`src/rtl/ppm_pkg.sv`:
```
package ppm_pkg;
    localparam int unsigned NUM_PORTS = 5;
    localparam int unsigned PIN_W     = 8;
    localparam int unsigned P4_PINS   = 4;
    // register indices (printed offsets); byte address is index times four
    localparam logic [7:0] IDX_P1_LOW  = 8'h91;
    localparam logic [7:0] IDX_P1_HIGH = 8'h92;
    localparam logic [7:0] IDX_P0_LOW  = 8'h93;
    localparam logic [7:0] IDX_P0_HIGH = 8'h94;
    localparam logic [7:0] IDX_P2_LOW  = 8'h95;
    localparam logic [7:0] IDX_P2_HIGH = 8'h96;
    localparam logic [7:0] IDX_P3_LOW  = 8'hB1;
    localparam logic [7:0] IDX_P3_HIGH = 8'hB2;
    localparam logic [7:0] IDX_P4_LOW  = 8'hB3;
    localparam logic [7:0] IDX_P4_HIGH = 8'hB4;
    localparam logic [7:0] MODE_RESET  = 8'h00;
    localparam logic [7:0] P4_MASK     = 8'h0F;
    localparam logic [31:0] UNMAPPED_RD = 32'h0000_0000;
    // strong pull-up pulse, in cpu clocks
    localparam int unsigned STRONG_CLKS = 2;

    typedef enum logic [3:0] {
        PPM_QUASI  = 4'h1,
        PPM_PUSH   = 4'h2,
        PPM_INONLY = 4'h4,
        PPM_OPEN   = 4'h8
    } ppm_mode_e;

    typedef struct packed {
        logic pull_down;
        logic strong_up;
        logic weak_up;
        logic vweak_up;
    } ppm_pad_s;
endpackage : ppm_pkg

```
`src/rtl/ppm_port_mode.sv`:
```
// The Avalon-MM interface to the registers was chosen for this implementation.
`timescale 1ns/1ns
// How it works
// - five ports, zero to four, each own a pair of mode-select registers.
// - every pin is set on its own to quasi, push-pull, open-drain or input-only.
// - bit y of a port's mode registers steers pin y of that port.
// - low,high bits 00 quasi, 01 push-pull, 10 input-only, 11 open-drain.
// - port four keeps only bits three to zero; upper bits read zero.
// - quasi pins drive high weakly and low strongly, usable as input too.
// - quasi very-weak pull-up is on whenever the latch holds one.
// - quasi weak pull-up is on only while latch and sensed pin are both one.
// - a quasi latch rising zero to one turns the strong pull-up on for two clocks.
// - open-drain has no pull-ups and pulls down only while the latch is zero.
// - open-drain pull-down and input path match quasi mode.
// - all mode registers reset to zero, so pins start in quasi mode.
// - input-only pins have neither pull-up nor pull-down.
// - push-pull keeps the strong pull-up on while the latch holds one.
module ppm_port_mode (
    input  wire logic                         i_clk,
    input  wire logic                         i_rst_n,
    input  wire logic [9:0]                   i_avs_address,
    input  wire logic                         i_avs_read,
    input  wire logic                         i_avs_write,
    input  wire logic [31:0]                  i_avs_writedata,
    input  wire logic [3:0]                   i_avs_byteenable,
    output logic      [31:0]                  o_avs_readdata,
    output logic                              o_avs_waitrequest,
    input  wire logic [ppm_pkg::NUM_PORTS*ppm_pkg::PIN_W-1:0] i_port_latch,
    input  wire logic [ppm_pkg::NUM_PORTS*ppm_pkg::PIN_W-1:0] i_pin_level,
    output logic      [ppm_pkg::NUM_PORTS*ppm_pkg::PIN_W-1:0] o_pin_sensed,
    output ppm_pkg::ppm_pad_s [ppm_pkg::NUM_PORTS*ppm_pkg::PIN_W-1:0] o_pad
);
    localparam int unsigned NP = ppm_pkg::NUM_PORTS * ppm_pkg::PIN_W;

    // ------------------------------------------------------------
    // register file
    // ------------------------------------------------------------
    logic [7:0] mode_low_reg  [ppm_pkg::NUM_PORTS];
    logic [7:0] mode_high_reg [ppm_pkg::NUM_PORTS];
    logic       ack_reg;
    logic [31:0] rdata_reg;

    // returns {hit, high, port}
    function automatic logic [4:0] ppm_decode(input logic [7:0] idx);
        case (idx)
            ppm_pkg::IDX_P0_LOW:  ppm_decode = 5'h10;
            ppm_pkg::IDX_P0_HIGH: ppm_decode = 5'h18;
            ppm_pkg::IDX_P1_LOW:  ppm_decode = 5'h11;
            ppm_pkg::IDX_P1_HIGH: ppm_decode = 5'h19;
            ppm_pkg::IDX_P2_LOW:  ppm_decode = 5'h12;
            ppm_pkg::IDX_P2_HIGH: ppm_decode = 5'h1A;
            ppm_pkg::IDX_P3_LOW:  ppm_decode = 5'h13;
            ppm_pkg::IDX_P3_HIGH: ppm_decode = 5'h1B;
            ppm_pkg::IDX_P4_LOW:  ppm_decode = 5'h14;
            ppm_pkg::IDX_P4_HIGH: ppm_decode = 5'h1C;
            default:              ppm_decode = 5'h00;
        endcase
    endfunction : ppm_decode

    logic [4:0] dec;
    logic       req;
    assign dec = ppm_decode(i_avs_address[9:2]);
    assign req = (i_avs_read | i_avs_write) & ~ack_reg;
    // one wait cycle per access, released at the acknowledge edge
    assign o_avs_waitrequest = (i_avs_read | i_avs_write) & ~ack_reg;

    always_ff @(posedge i_clk or negedge i_rst_n) begin
        if (!i_rst_n) begin
            ack_reg <= 1'b0;
        end else begin
            ack_reg <= req;
        end
    end

    always_ff @(posedge i_clk or negedge i_rst_n) begin
        if (!i_rst_n) begin
            for (int p = 0; p < ppm_pkg::NUM_PORTS; p++) begin
                mode_low_reg[p]  <= ppm_pkg::MODE_RESET;
                mode_high_reg[p] <= ppm_pkg::MODE_RESET;
            end
        end else if (i_avs_write && ack_reg && dec[4] && i_avs_byteenable[0]) begin
            if (dec[3]) begin
                mode_high_reg[dec[2:0]] <= (dec[2:0] == 3'h4) ?
                    (i_avs_writedata[7:0] & ppm_pkg::P4_MASK) : i_avs_writedata[7:0];
            end else begin
                mode_low_reg[dec[2:0]] <= (dec[2:0] == 3'h4) ?
                    (i_avs_writedata[7:0] & ppm_pkg::P4_MASK) : i_avs_writedata[7:0];
            end
        end
    end

    always_ff @(posedge i_clk or negedge i_rst_n) begin
        if (!i_rst_n) begin
            rdata_reg <= 32'h0000_0000;
        end else if (i_avs_read && !ack_reg) begin
            if (!dec[4]) begin
                rdata_reg <= ppm_pkg::UNMAPPED_RD;
            end else if (dec[3]) begin
                rdata_reg <= {24'h00_0000, mode_high_reg[dec[2:0]]};
            end else begin
                rdata_reg <= {24'h00_0000, mode_low_reg[dec[2:0]]};
            end
        end
    end
    assign o_avs_readdata = rdata_reg;

    // ------------------------------------------------------------
    // pin input sync and latch edge
    // ------------------------------------------------------------
    logic [NP-1:0] sync1_reg;
    logic [NP-1:0] sync2_reg;
    logic [NP-1:0] sync3_reg;
    logic [NP-1:0] sensed_reg;
    logic [NP-1:0] latch_q_reg;

    always_ff @(posedge i_clk or negedge i_rst_n) begin
        if (!i_rst_n) begin
            sync1_reg  <= '0;
            sync2_reg  <= '0;
            sync3_reg  <= '0;
            sensed_reg <= '0;
        end else begin
            sync1_reg <= i_pin_level;
            sync2_reg <= sync1_reg;
            sync3_reg <= sync2_reg;
            // a change counts once stages two and three agree
            for (int i = 0; i < NP; i++) begin
                if (sync2_reg[i] == sync3_reg[i]) begin
                    sensed_reg[i] <= sync3_reg[i];
                end
            end
        end
    end
    // same input path in all modes
    assign o_pin_sensed = sensed_reg;

    // ------------------------------------------------------------
    // per-pin pad control
    // ------------------------------------------------------------
    logic [1:0] pulse_reg [NP];

    always_ff @(posedge i_clk or negedge i_rst_n) begin
        if (!i_rst_n) begin
            // history starts high: a latch already high at release
            // must not fire a strong pulse
            latch_q_reg <= '1;
        end else begin
            latch_q_reg <= i_port_latch;
        end
    end

    function automatic ppm_pkg::ppm_mode_e ppm_mode(input logic lo, input logic hi);
        case ({lo, hi})
            2'b00:   ppm_mode = ppm_pkg::PPM_QUASI;
            2'b01:   ppm_mode = ppm_pkg::PPM_PUSH;
            2'b10:   ppm_mode = ppm_pkg::PPM_INONLY;
            default: ppm_mode = ppm_pkg::PPM_OPEN;
        endcase
    endfunction : ppm_mode

    ppm_pkg::ppm_mode_e pin_mode [NP];

    for (genvar g = 0; g < NP; g++) begin : g_pin
        localparam int PORT = g / ppm_pkg::PIN_W;
        localparam int BIT  = g % ppm_pkg::PIN_W;
        logic pin_mode_low_bit;
        logic pin_mode_high_bit;
        logic rise;
        assign pin_mode_low_bit  = mode_low_reg[PORT][BIT];
        assign pin_mode_high_bit = mode_high_reg[PORT][BIT];
        assign pin_mode[g] = ppm_mode(pin_mode_low_bit, pin_mode_high_bit);
        assign rise = i_port_latch[g] & ~latch_q_reg[g];

        always_ff @(posedge i_clk or negedge i_rst_n) begin
            if (!i_rst_n) begin
                pulse_reg[g] <= 2'h0;
            end else if (rise && pin_mode[g] == ppm_pkg::PPM_QUASI) begin
                pulse_reg[g] <= 2'(ppm_pkg::STRONG_CLKS);
            end else if (pulse_reg[g] != 2'h0 && i_port_latch[g]) begin
                pulse_reg[g] <= pulse_reg[g] - 2'h1;
            end else begin
                pulse_reg[g] <= 2'h0;
            end
        end

        always_comb begin
            o_pad[g] = '0;
            case (pin_mode[g])
                ppm_pkg::PPM_QUASI: begin
                    o_pad[g].pull_down = ~i_port_latch[g];
                    o_pad[g].vweak_up  = i_port_latch[g];
                    o_pad[g].weak_up   = i_port_latch[g] & sensed_reg[g];
                    o_pad[g].strong_up = i_port_latch[g] & (pulse_reg[g] != 2'h0);
                end
                ppm_pkg::PPM_PUSH: begin
                    o_pad[g].pull_down = ~i_port_latch[g];
                    o_pad[g].strong_up = i_port_latch[g];
                end
                ppm_pkg::PPM_INONLY: begin
                    o_pad[g] = '0;
                end
                ppm_pkg::PPM_OPEN: begin
                    o_pad[g].pull_down = ~i_port_latch[g];
                end
                default: begin
                    o_pad[g] = '0;
                end
            endcase
        end

        // ------------------------------------------------------------
        // per-pin checks
        // ------------------------------------------------------------
        // counter loads on the edge after the rise, so the strong
        // clocks are the two cycles after the rise cycle
        a_strong_two_clk: assert property (@(posedge i_clk) disable iff (!i_rst_n)
            (rise && pin_mode[g] == ppm_pkg::PPM_QUASI ##1 i_port_latch[g]
             && pin_mode[g] == ppm_pkg::PPM_QUASI) |-> o_pad[g].strong_up)
            else $error("strong pull-up missing after latch rise");
        a_strong_second: assert property (@(posedge i_clk) disable iff (!i_rst_n)
            (rise && pin_mode[g] == ppm_pkg::PPM_QUASI ##1 i_port_latch[g] ##1
             i_port_latch[g] && pin_mode[g] == ppm_pkg::PPM_QUASI) |-> o_pad[g].strong_up)
            else $error("strong pull-up missing in second clock");
        a_strong_ends: assert property (@(posedge i_clk) disable iff (!i_rst_n)
            (rise && pin_mode[g] == ppm_pkg::PPM_QUASI ##2 !rise
             ##1 pin_mode[g] == ppm_pkg::PPM_QUASI) |-> !o_pad[g].strong_up)
            else $error("strong pull-up held past two clocks");
        a_weak_up_qb: assert property (@(posedge i_clk) disable iff (!i_rst_n)
            pin_mode[g] == ppm_pkg::PPM_QUASI |->
            o_pad[g].weak_up == (i_port_latch[g] && o_pin_sensed[g]))
            else $error("weak pull-up wrong in quasi mode");
        a_vweak_qb: assert property (@(posedge i_clk) disable iff (!i_rst_n)
            pin_mode[g] == ppm_pkg::PPM_QUASI |-> o_pad[g].vweak_up == i_port_latch[g])
            else $error("very-weak pull-up wrong in quasi mode");
        a_open_drain: assert property (@(posedge i_clk) disable iff (!i_rst_n)
            pin_mode[g] == ppm_pkg::PPM_OPEN |-> !o_pad[g].strong_up && !o_pad[g].weak_up
            && !o_pad[g].vweak_up && o_pad[g].pull_down == !i_port_latch[g])
            else $error("open-drain pad wrong");
        a_input_only: assert property (@(posedge i_clk) disable iff (!i_rst_n)
            pin_mode[g] == ppm_pkg::PPM_INONLY |-> o_pad[g] == '0)
            else $error("input-only pin driven");
        a_push_pull: assert property (@(posedge i_clk) disable iff (!i_rst_n)
            pin_mode[g] == ppm_pkg::PPM_PUSH |-> o_pad[g].strong_up == i_port_latch[g]
            && o_pad[g].pull_down == !i_port_latch[g])
            else $error("push-pull pad wrong");
        a_no_fight: assert property (@(posedge i_clk) disable iff (!i_rst_n)
            o_pad[g].pull_down |-> !o_pad[g].strong_up && !o_pad[g].weak_up
            && !o_pad[g].vweak_up)
            else $error("pull-down on together with a pull-up");
        a_latch_low_ups: assert property (@(posedge i_clk) disable iff (!i_rst_n)
            !i_port_latch[g] |-> !o_pad[g].strong_up && !o_pad[g].weak_up && !o_pad[g].vweak_up)
            else $error("pull-up on while the latch holds zero");
        a_sensed_hold: assert property (@(posedge i_clk) disable iff (!i_rst_n)
            sync2_reg[g] != sync3_reg[g] |=> $stable(o_pin_sensed[g]))
            else $error("sensed level moved before the stages agreed");
    end

    // ------------------------------------------------------------
    // bus and register checks
    // ------------------------------------------------------------
    a_p4_upper_zero: assert property (@(posedge i_clk) disable iff (!i_rst_n)
        (mode_low_reg[4][7:4] == 4'h0) && (mode_high_reg[4][7:4] == 4'h0))
        else $error("port four upper mode bits set");
    a_wait_one: assert property (@(posedge i_clk) disable iff (!i_rst_n)
        $rose(i_avs_write) |-> o_avs_waitrequest ##1 !o_avs_waitrequest)
        else $error("write not answered in one wait cycle");
    a_wait_read: assert property (@(posedge i_clk) disable iff (!i_rst_n)
        $rose(i_avs_read) |-> o_avs_waitrequest ##1 !o_avs_waitrequest)
        else $error("read not answered in one wait cycle");
    a_unmapped_zero: assert property (@(posedge i_clk) disable iff (!i_rst_n)
        i_avs_read && !ack_reg && !dec[4] |=> o_avs_readdata == ppm_pkg::UNMAPPED_RD)
        else $error("unmapped read not zero");
    a_rdata_upper: assert property (@(posedge i_clk) disable iff (!i_rst_n)
        o_avs_readdata[31:8] == 24'h00_0000)
        else $error("read data upper bits set");
    // a write lands only at the edge where waitrequest is low
    a_write_lands: assert property (@(posedge i_clk) disable iff (!i_rst_n)
        i_avs_write && !o_avs_waitrequest && dec == 5'h10 && i_avs_byteenable[0]
        |=> mode_low_reg[0] == $past(i_avs_writedata[7:0]))
        else $error("write to port zero low register lost");
    a_be_refused: assert property (@(posedge i_clk) disable iff (!i_rst_n)
        i_avs_write && !o_avs_waitrequest && dec == 5'h10 && !i_avs_byteenable[0]
        |=> $stable(mode_low_reg[0]))
        else $error("write without byte lane zero changed a register");

    // ------------------------------------------------------------
    // coverage
    // ------------------------------------------------------------
    c_qb_pulse: cover property (@(posedge i_clk) disable iff (!i_rst_n)
        g_pin[8].rise && pin_mode[8] == ppm_pkg::PPM_QUASI ##3 !o_pad[8].strong_up);
    c_write_p4: cover property (@(posedge i_clk) disable iff (!i_rst_n)
        i_avs_write && ack_reg && dec == 5'h14);
    c_open_mode: cover property (@(posedge i_clk) disable iff (!i_rst_n)
        pin_mode[9] == ppm_pkg::PPM_OPEN);
    c_push_high: cover property (@(posedge i_clk) disable iff (!i_rst_n)
        pin_mode[0] == ppm_pkg::PPM_PUSH && o_pad[0].strong_up);
    c_input_only: cover property (@(posedge i_clk) disable iff (!i_rst_n)
        pin_mode[16] == ppm_pkg::PPM_INONLY);
endmodule : ppm_port_mode

```
`config.mk`:
```
export PLATFORM = sky130hd
export DESIGN_NAME = ppm_port_mode
export DESIGN_NICKNAME = d
export VERILOG_FILES = /design/src/rtl/ppm_pkg.sv /design/src/rtl/ppm_port_mode.sv
export SDC_FILE = /design/constraint.sdc
export NUM_CORES = 1
export LEC_CHECK = 0
export BUFFER_PORTS_ARGS = -buffer_cell sky130_fd_sc_hd__buf_2
export CAP_MARGIN = 20
export CORE_MARGIN = 2
export CORE_UTILIZATION = 50
export DETAILED_ROUTE_END_ITERATION = 6
export GPL_ROUTABILITY_DRIVEN = 0
export GPL_TIMING_DRIVEN = 0
export PLACE_DENSITY = 0.75
export REMOVE_ABC_BUFFERS = 1
export SLEW_MARGIN = 30
export SYNTH_ARGS = -nofsm -noshare
export SYNTH_HDL_FRONTEND = slang
export SYNTH_SLANG_ARGS = --single-unit
```
`constraint.sdc`:
```
create_clock -name i_clk -period 4.2 [get_ports i_clk]
set_input_delay 0.42 -clock i_clk [delete_from_list [all_inputs] [get_ports i_clk]]
set_output_delay 0.42 -clock i_clk [all_outputs]
set_load 0.03 [all_outputs]
```
* Word level (Yosys, flattened, before mapping)
Cells that the tools add are included.
** Word-level totals
- Register bits :: 393
- Bits in latches :: 0
- RAM bits :: 0
- ROM bits :: 0
- Input port bits :: 130
- Output and inout bits :: 233
- Word-level logic and storage cells :: 1056
- Memories :: 0
** Operators by class
- Add/subtract/negate cells :: 40
- Multiply operators :: 0
- Div/mod/pow operators :: 0
- Magnitude comparators :: 2
- Equality and inequality tests :: 251
- Shift operators :: 0
- Mux-type cells :: 254
- Bitwise logic cells :: 205
- Reduce and logical (&&, ||, !) cells :: 208
** Operator list (number)
- case mux 4 bit (3 select lines) :: 40
- two-way mux 2 bit :: 120
- == test 4 x 1 -> 1 bit, second input constant :: 40
- == test 4 x 2 -> 1 bit, second input constant :: 40
- == test 4 bit, second input constant :: 40
- bitwise AND 1 bit :: 121
- OR reduction 3 bit :: 40
- logical AND 1 bit :: 85
- NOT 1 bit :: 82
- bitwise mux 40 bit :: 2
- == test 2 x 1 -> 1 bit, second input constant :: 40
- == test 2 bit, second input constant :: 40
- == test 8 bit, second input constant :: 10
- zero test 2 bit :: 40
- case mux 1 bit (2 select lines) :: 40
- nonzero test 2 bit :: 40
- subtractor 2 x 1 -> 2 bit, second input constant :: 40
- two-way mux 8 bit :: 7
- case mux 5 bit (10 select lines) :: 1
- binary-select mux 8 bit (select 3 bit) :: 2
- == test 1 bit :: 40
- two-way mux 1 bit :: 40
- two-way mux 32 bit :: 1
- demux 8 bit (select 3 bit) :: 1
- 7 further kinds :: 8

* Depth between registers and ports, before layout
- Depth in word-level cells :: 8
- Gate-level depth with buffers :: 9
- Mapped depth without buffers :: 6

* Worst setup path after synthesis
No wires, ideal clock.
- Path kind :: input-to-reg
- Start point :: input port i_avs_address[3]
- End point :: register mode_high_reg, in the netlist g_pin[10].pin_mode_high_bit
- Setup time :: 0.125 ns
- Arrival :: 2.114 ns
- Data required time :: 4.075 ns
- Path slack :: 1.961 ns
- Cell stages on the path :: 7
- Path buffers :: 3
- Path through :: buf_4 -> xnor2_1 -> or4b_1 -> buf_2 -> or3b_4 -> buf_6 -> mux2_4
** Between the ends
- Cells in the longest elaborated chain, start to end :: 8
- Elaborated cells between the ends (all ways) :: 21
- Those cells by class :: order compare: 2; eq/ne: 10; mux: 4; bitwise: 1; reduce/logical: 4
** Ends and longest elaborated chain
- start: declaration :: RTL line ppm_port_mode.sv:21 : input wire logic [9:0] i_avs_address,
- == test 8 bit :: RTL line ppm_port_mode.sv:45 : case (idx)
- case mux 5 bit (10 select lines) (*) :: RTL line ppm_port_mode.sv:45
- NOT 3 -> 4 bit :: RTL line ppm_port_mode.sv:83 : mode_high_reg[dec[2:0]] <= (dec[2:0] == 3'h4) ?
- >= comparator 4 bit (not written as such) or < comparator 4 x 1 -> 1 bit (tied branches) :: RTL line ppm_port_mode.sv:83
- logical AND 1 bit (not written as such) :: RTL line ppm_port_mode.sv:83
- two-way mux 8 bit :: RTL line ppm_port_mode.sv:83
- demux 8 bit (select 3 bit) :: RTL line ppm_port_mode.sv:83
- bitwise mux 40 bit :: RTL line ppm_port_mode.sv:83
- end signal: indexed assignment :: RTL line ppm_port_mode.sv:79 : mode_high_reg[p] <= ppm_pkg::MODE_RESET;
- end signal: indexed assignment :: RTL line ppm_port_mode.sv:83
- end: declaration :: RTL line ppm_port_mode.sv:39 : logic [7:0] mode_high_reg [ppm_pkg::NUM_PORTS];
Every way passes the cells marked *; elsewhere a longest branch is shown, timed or not.
A chain may end at the register's enable or synchronous reset.

* Worst setup path after layout
- Start point :: input port i_avs_address[8]
- End point :: register mode_high_reg, in the netlist g_pin[25].pin_mode_high_bit
The elaborated chain is that of the path after synthesis.

==> impl_metrics.yaml <==
finish:
  finalNetCount: 1822
  largest_reg_flops: 80
  utilization_pct: 62.4
  design_area_um2: 18400
  drive_above_1_share_pct: 27.0
  syn_to_final_growth_pct: 23.3
worst_hold_path:
  worstHoldStart: "i_pin_level[35]"
  hp-class: "in -> reg"
  whs_path_depth: 1
  hold-path-endpoint: "sync1_reg[35]"
cts:
  cts_tree: "done"
  cts_sinks: 369
  cts-root-buf: "clkbuf_16"
  cts_made_buffers: 39
  cts_buffer_depth: 3
  clk_pin_slew_ns: 0.06
  clk_latency_ns: 0.51
  h-tree-depth: 2
global_routing:
  track_usage_pct: 22.2
  grt_pass1_vias: 10500
  grt_max_degree: 87
  grt_pass1_wl_um: 54200
  grt-ovfl-total: 0
  grt_antenna_before_repair: 2
sta:
  hold_viol: 0
  finalCritPeriodShare_pct: 70.0
  slew_headroom_pct: 31.7
  slew_violations: 0
  tns_ns: 0
  hold_slack_ns: 0.0211
  fin_skew_ns: 0.00816
  worstMarginPinSlew_ns: 1.02
  setup_viol: 0
  clock.fmax_mhz: 340
  min_period_ns: 2.94
  rsz0062_at_grt: "no"
synthesis:
  post-synth-top-area-cell: "dfrtp_1"
  synth_warnings: 0
  postSynthCellCount: 1301
  syn-cell-area_um2: 14900
  synth_ff_type: "dfrtp_1"
  ys_seq_elements: 369
  post-synth-top-count-cell: "dfrtp_1"
  synth_top_area_share_pct: 55.2
  yosysUniqueCellTypes: 49
  synth_common_cells: "329 x dfrtp_1, 165 x inv_1, 121 x nand2b_1"
  synth.area.top_cells: "dfrtp_1 55%, dfstp_2 7.0%, nand2b_1 5.1%"
  synth_seq_area_share_pct: 62.2
  syn_avg_cell_area_um2: 11.5
  async_flop_share_pct: 100
  synth_edf_count: 0
die:
  boundaryPins: 363
  coreArea_um2: 29500
  die_h_um: 177
  dieWidth_um: 177
  start_util_pct: 50.6
  rows: 63
  dieArea_um2: 31200
drt:
  drc: 0
  post_drt_wl_per_cell_um: 16.9
  drt_first_pass_iters: 5
  num_vias: 10700
  ant_nets: 0
  routed_wl_um: 35000
  viasPerCell: 5.14
  drtIter0Drc: 574
setup_path:
  reg2reg_depth: 5
  reg2reg_to: "g_pin[17].pin_mode_low_bit"
  crit_path_end_kind: "flop"
  reg2reg_slack_ns: 2.06
  start_kind: "input pin"
  worstPathRequired_ns: 4.59
  worstPathArrival_ns: 3.33
  startpoint: "i_avs_address[8]"
  path_max_fanout: 12
  reg2reg_from: "ack_reg"
  criticalPathCategory: "in -> reg"
placement:
  dpl_cell_area_um2: 16900
  place.detailed.hpwl_um: 24500
  io_buffer_count: 309
run:
  cap_viol_max_count: 0
power_and_ir_drop:
  power_density_nw_per_um2: 456
  max-vdd-ir-drop_mv: 0.342
  p_leak_nw: 9.01
outcome:
  status: "finished clean"
routing by layer:
layer / vias to the layer above / part of all wire [%] / track usage, %
met5: - / 0.037 / 0
met4: 2 / 2.9 / 7.47
met3: 71 / 6.5 / 4.49
met2: 328 / 47 / 36.3
met1: 5230 / 43 / 29.7
li1: 5019 / - / -
how the worst max path moves through the flow:
stage	depth (start not counted)	end	slack, ns
floorplan	5	g_pin[10].pin_mode_high_bit	1.67
global placement	1	sync1_reg[33]	-4.21
detailed placement	6	g_pin[25].pin_mode_high_bit	0.74
CTS	6	g_pin[25].pin_mode_high_bit	1.27
global route	6	g_pin[25].pin_mode_high_bit	1.12
finish	6	g_pin[25].pin_mode_high_bit	1.26
per-stage QoR:
stage / std cells / power (mW) / setup WS, ns
6_report: 2072 / 8.38 / 1.26
4_1_cts: 2069 / 8.48 / 1.27
2_1_floorplan: 1268 / 4.69 / 1.67
3_3_place_gp: 1967 / 5.06 / -4.21
3_5_place_dp: 1971 / 5.12 / 0.736
5_1_grt: 2072 / 8.77 / 1.12
cell families (layout without fill, tap and decap cells):
| kind of cell | Yosys count | after routing | share of synthesized area [%] |
|---|---|---|---|
| mux | 41 | 41 | 3.20 |
| buf+inv | 221 | 578 | 6.36 |
| simple gates | 352 | 352 | 12.8 |
| fa+ha+maj | 81 | 81 | 6.11 |
| compound gates | 235 | 235 | 9.19 |
| flops | 369 | 369 | 62.2 |
| other cells | 1 | 25 | 0.0251 |
| xor+xnor | 1 | 1 | 0.0587 |
cell usage in the layout (no fill, tap or decap), drive strengths merged, types with 2 or more instances in the layout:
cell type	n
nor2b	4
nor2	63
and3	2
buf	313
dfrtp	329
inv	165
nor3	43
nand3	11
clkbuf	67
nand2b	121
or4b	2
o221ai	7
dlygate4sd3	30
conb	24
or4	4
o21ai	43
or3b	2
a211oi	7
o22ai	61
a21oi	101
mux2	41
maj3	41
a22o	3
and2	44
a221o	5
nand2	46
dfstp	40
o22a	3
ha	40
nand3b	3
timing repair:
action / 4_1_cts / 5_1_grt
buffers inserted: 0 / 0
hold buffers: 28 / 2
gates resized for setup: 0 / 0
endpoints found under the hold margin: 103 / 2
layout make-up:
type,instances,area (µm²)
Timing Repair Buffer,343,1970
Clock inverter,3,42.5
Multi-Input combinational cell,734,4800
Sequential cell,369,9280
Inverter,165,619
Tap cell,390,488
Antenna cell,1,2.50
Fill cell,2378,11100
Clock buffer,67,1190
critical path, stage by stage:
cell and delay, ns:
buf_2 0.11, and4bb_2 0.44, nand2_1 0.26, nor3_2 0.73, nand4_1 0.81, mux2_2 0.55
power breakdown:
part / total (mW) / internal [mW] / switching (mW)
Sequential: 3.91 / 3.79 / 0.113
Clock: 3.31 / 1.98 / 1.32
Combinational: 1.17 / 0.406 / 0.763
Total: 8.38 / 6.19 / 2.20
Power figures use the tool's default switching activity.
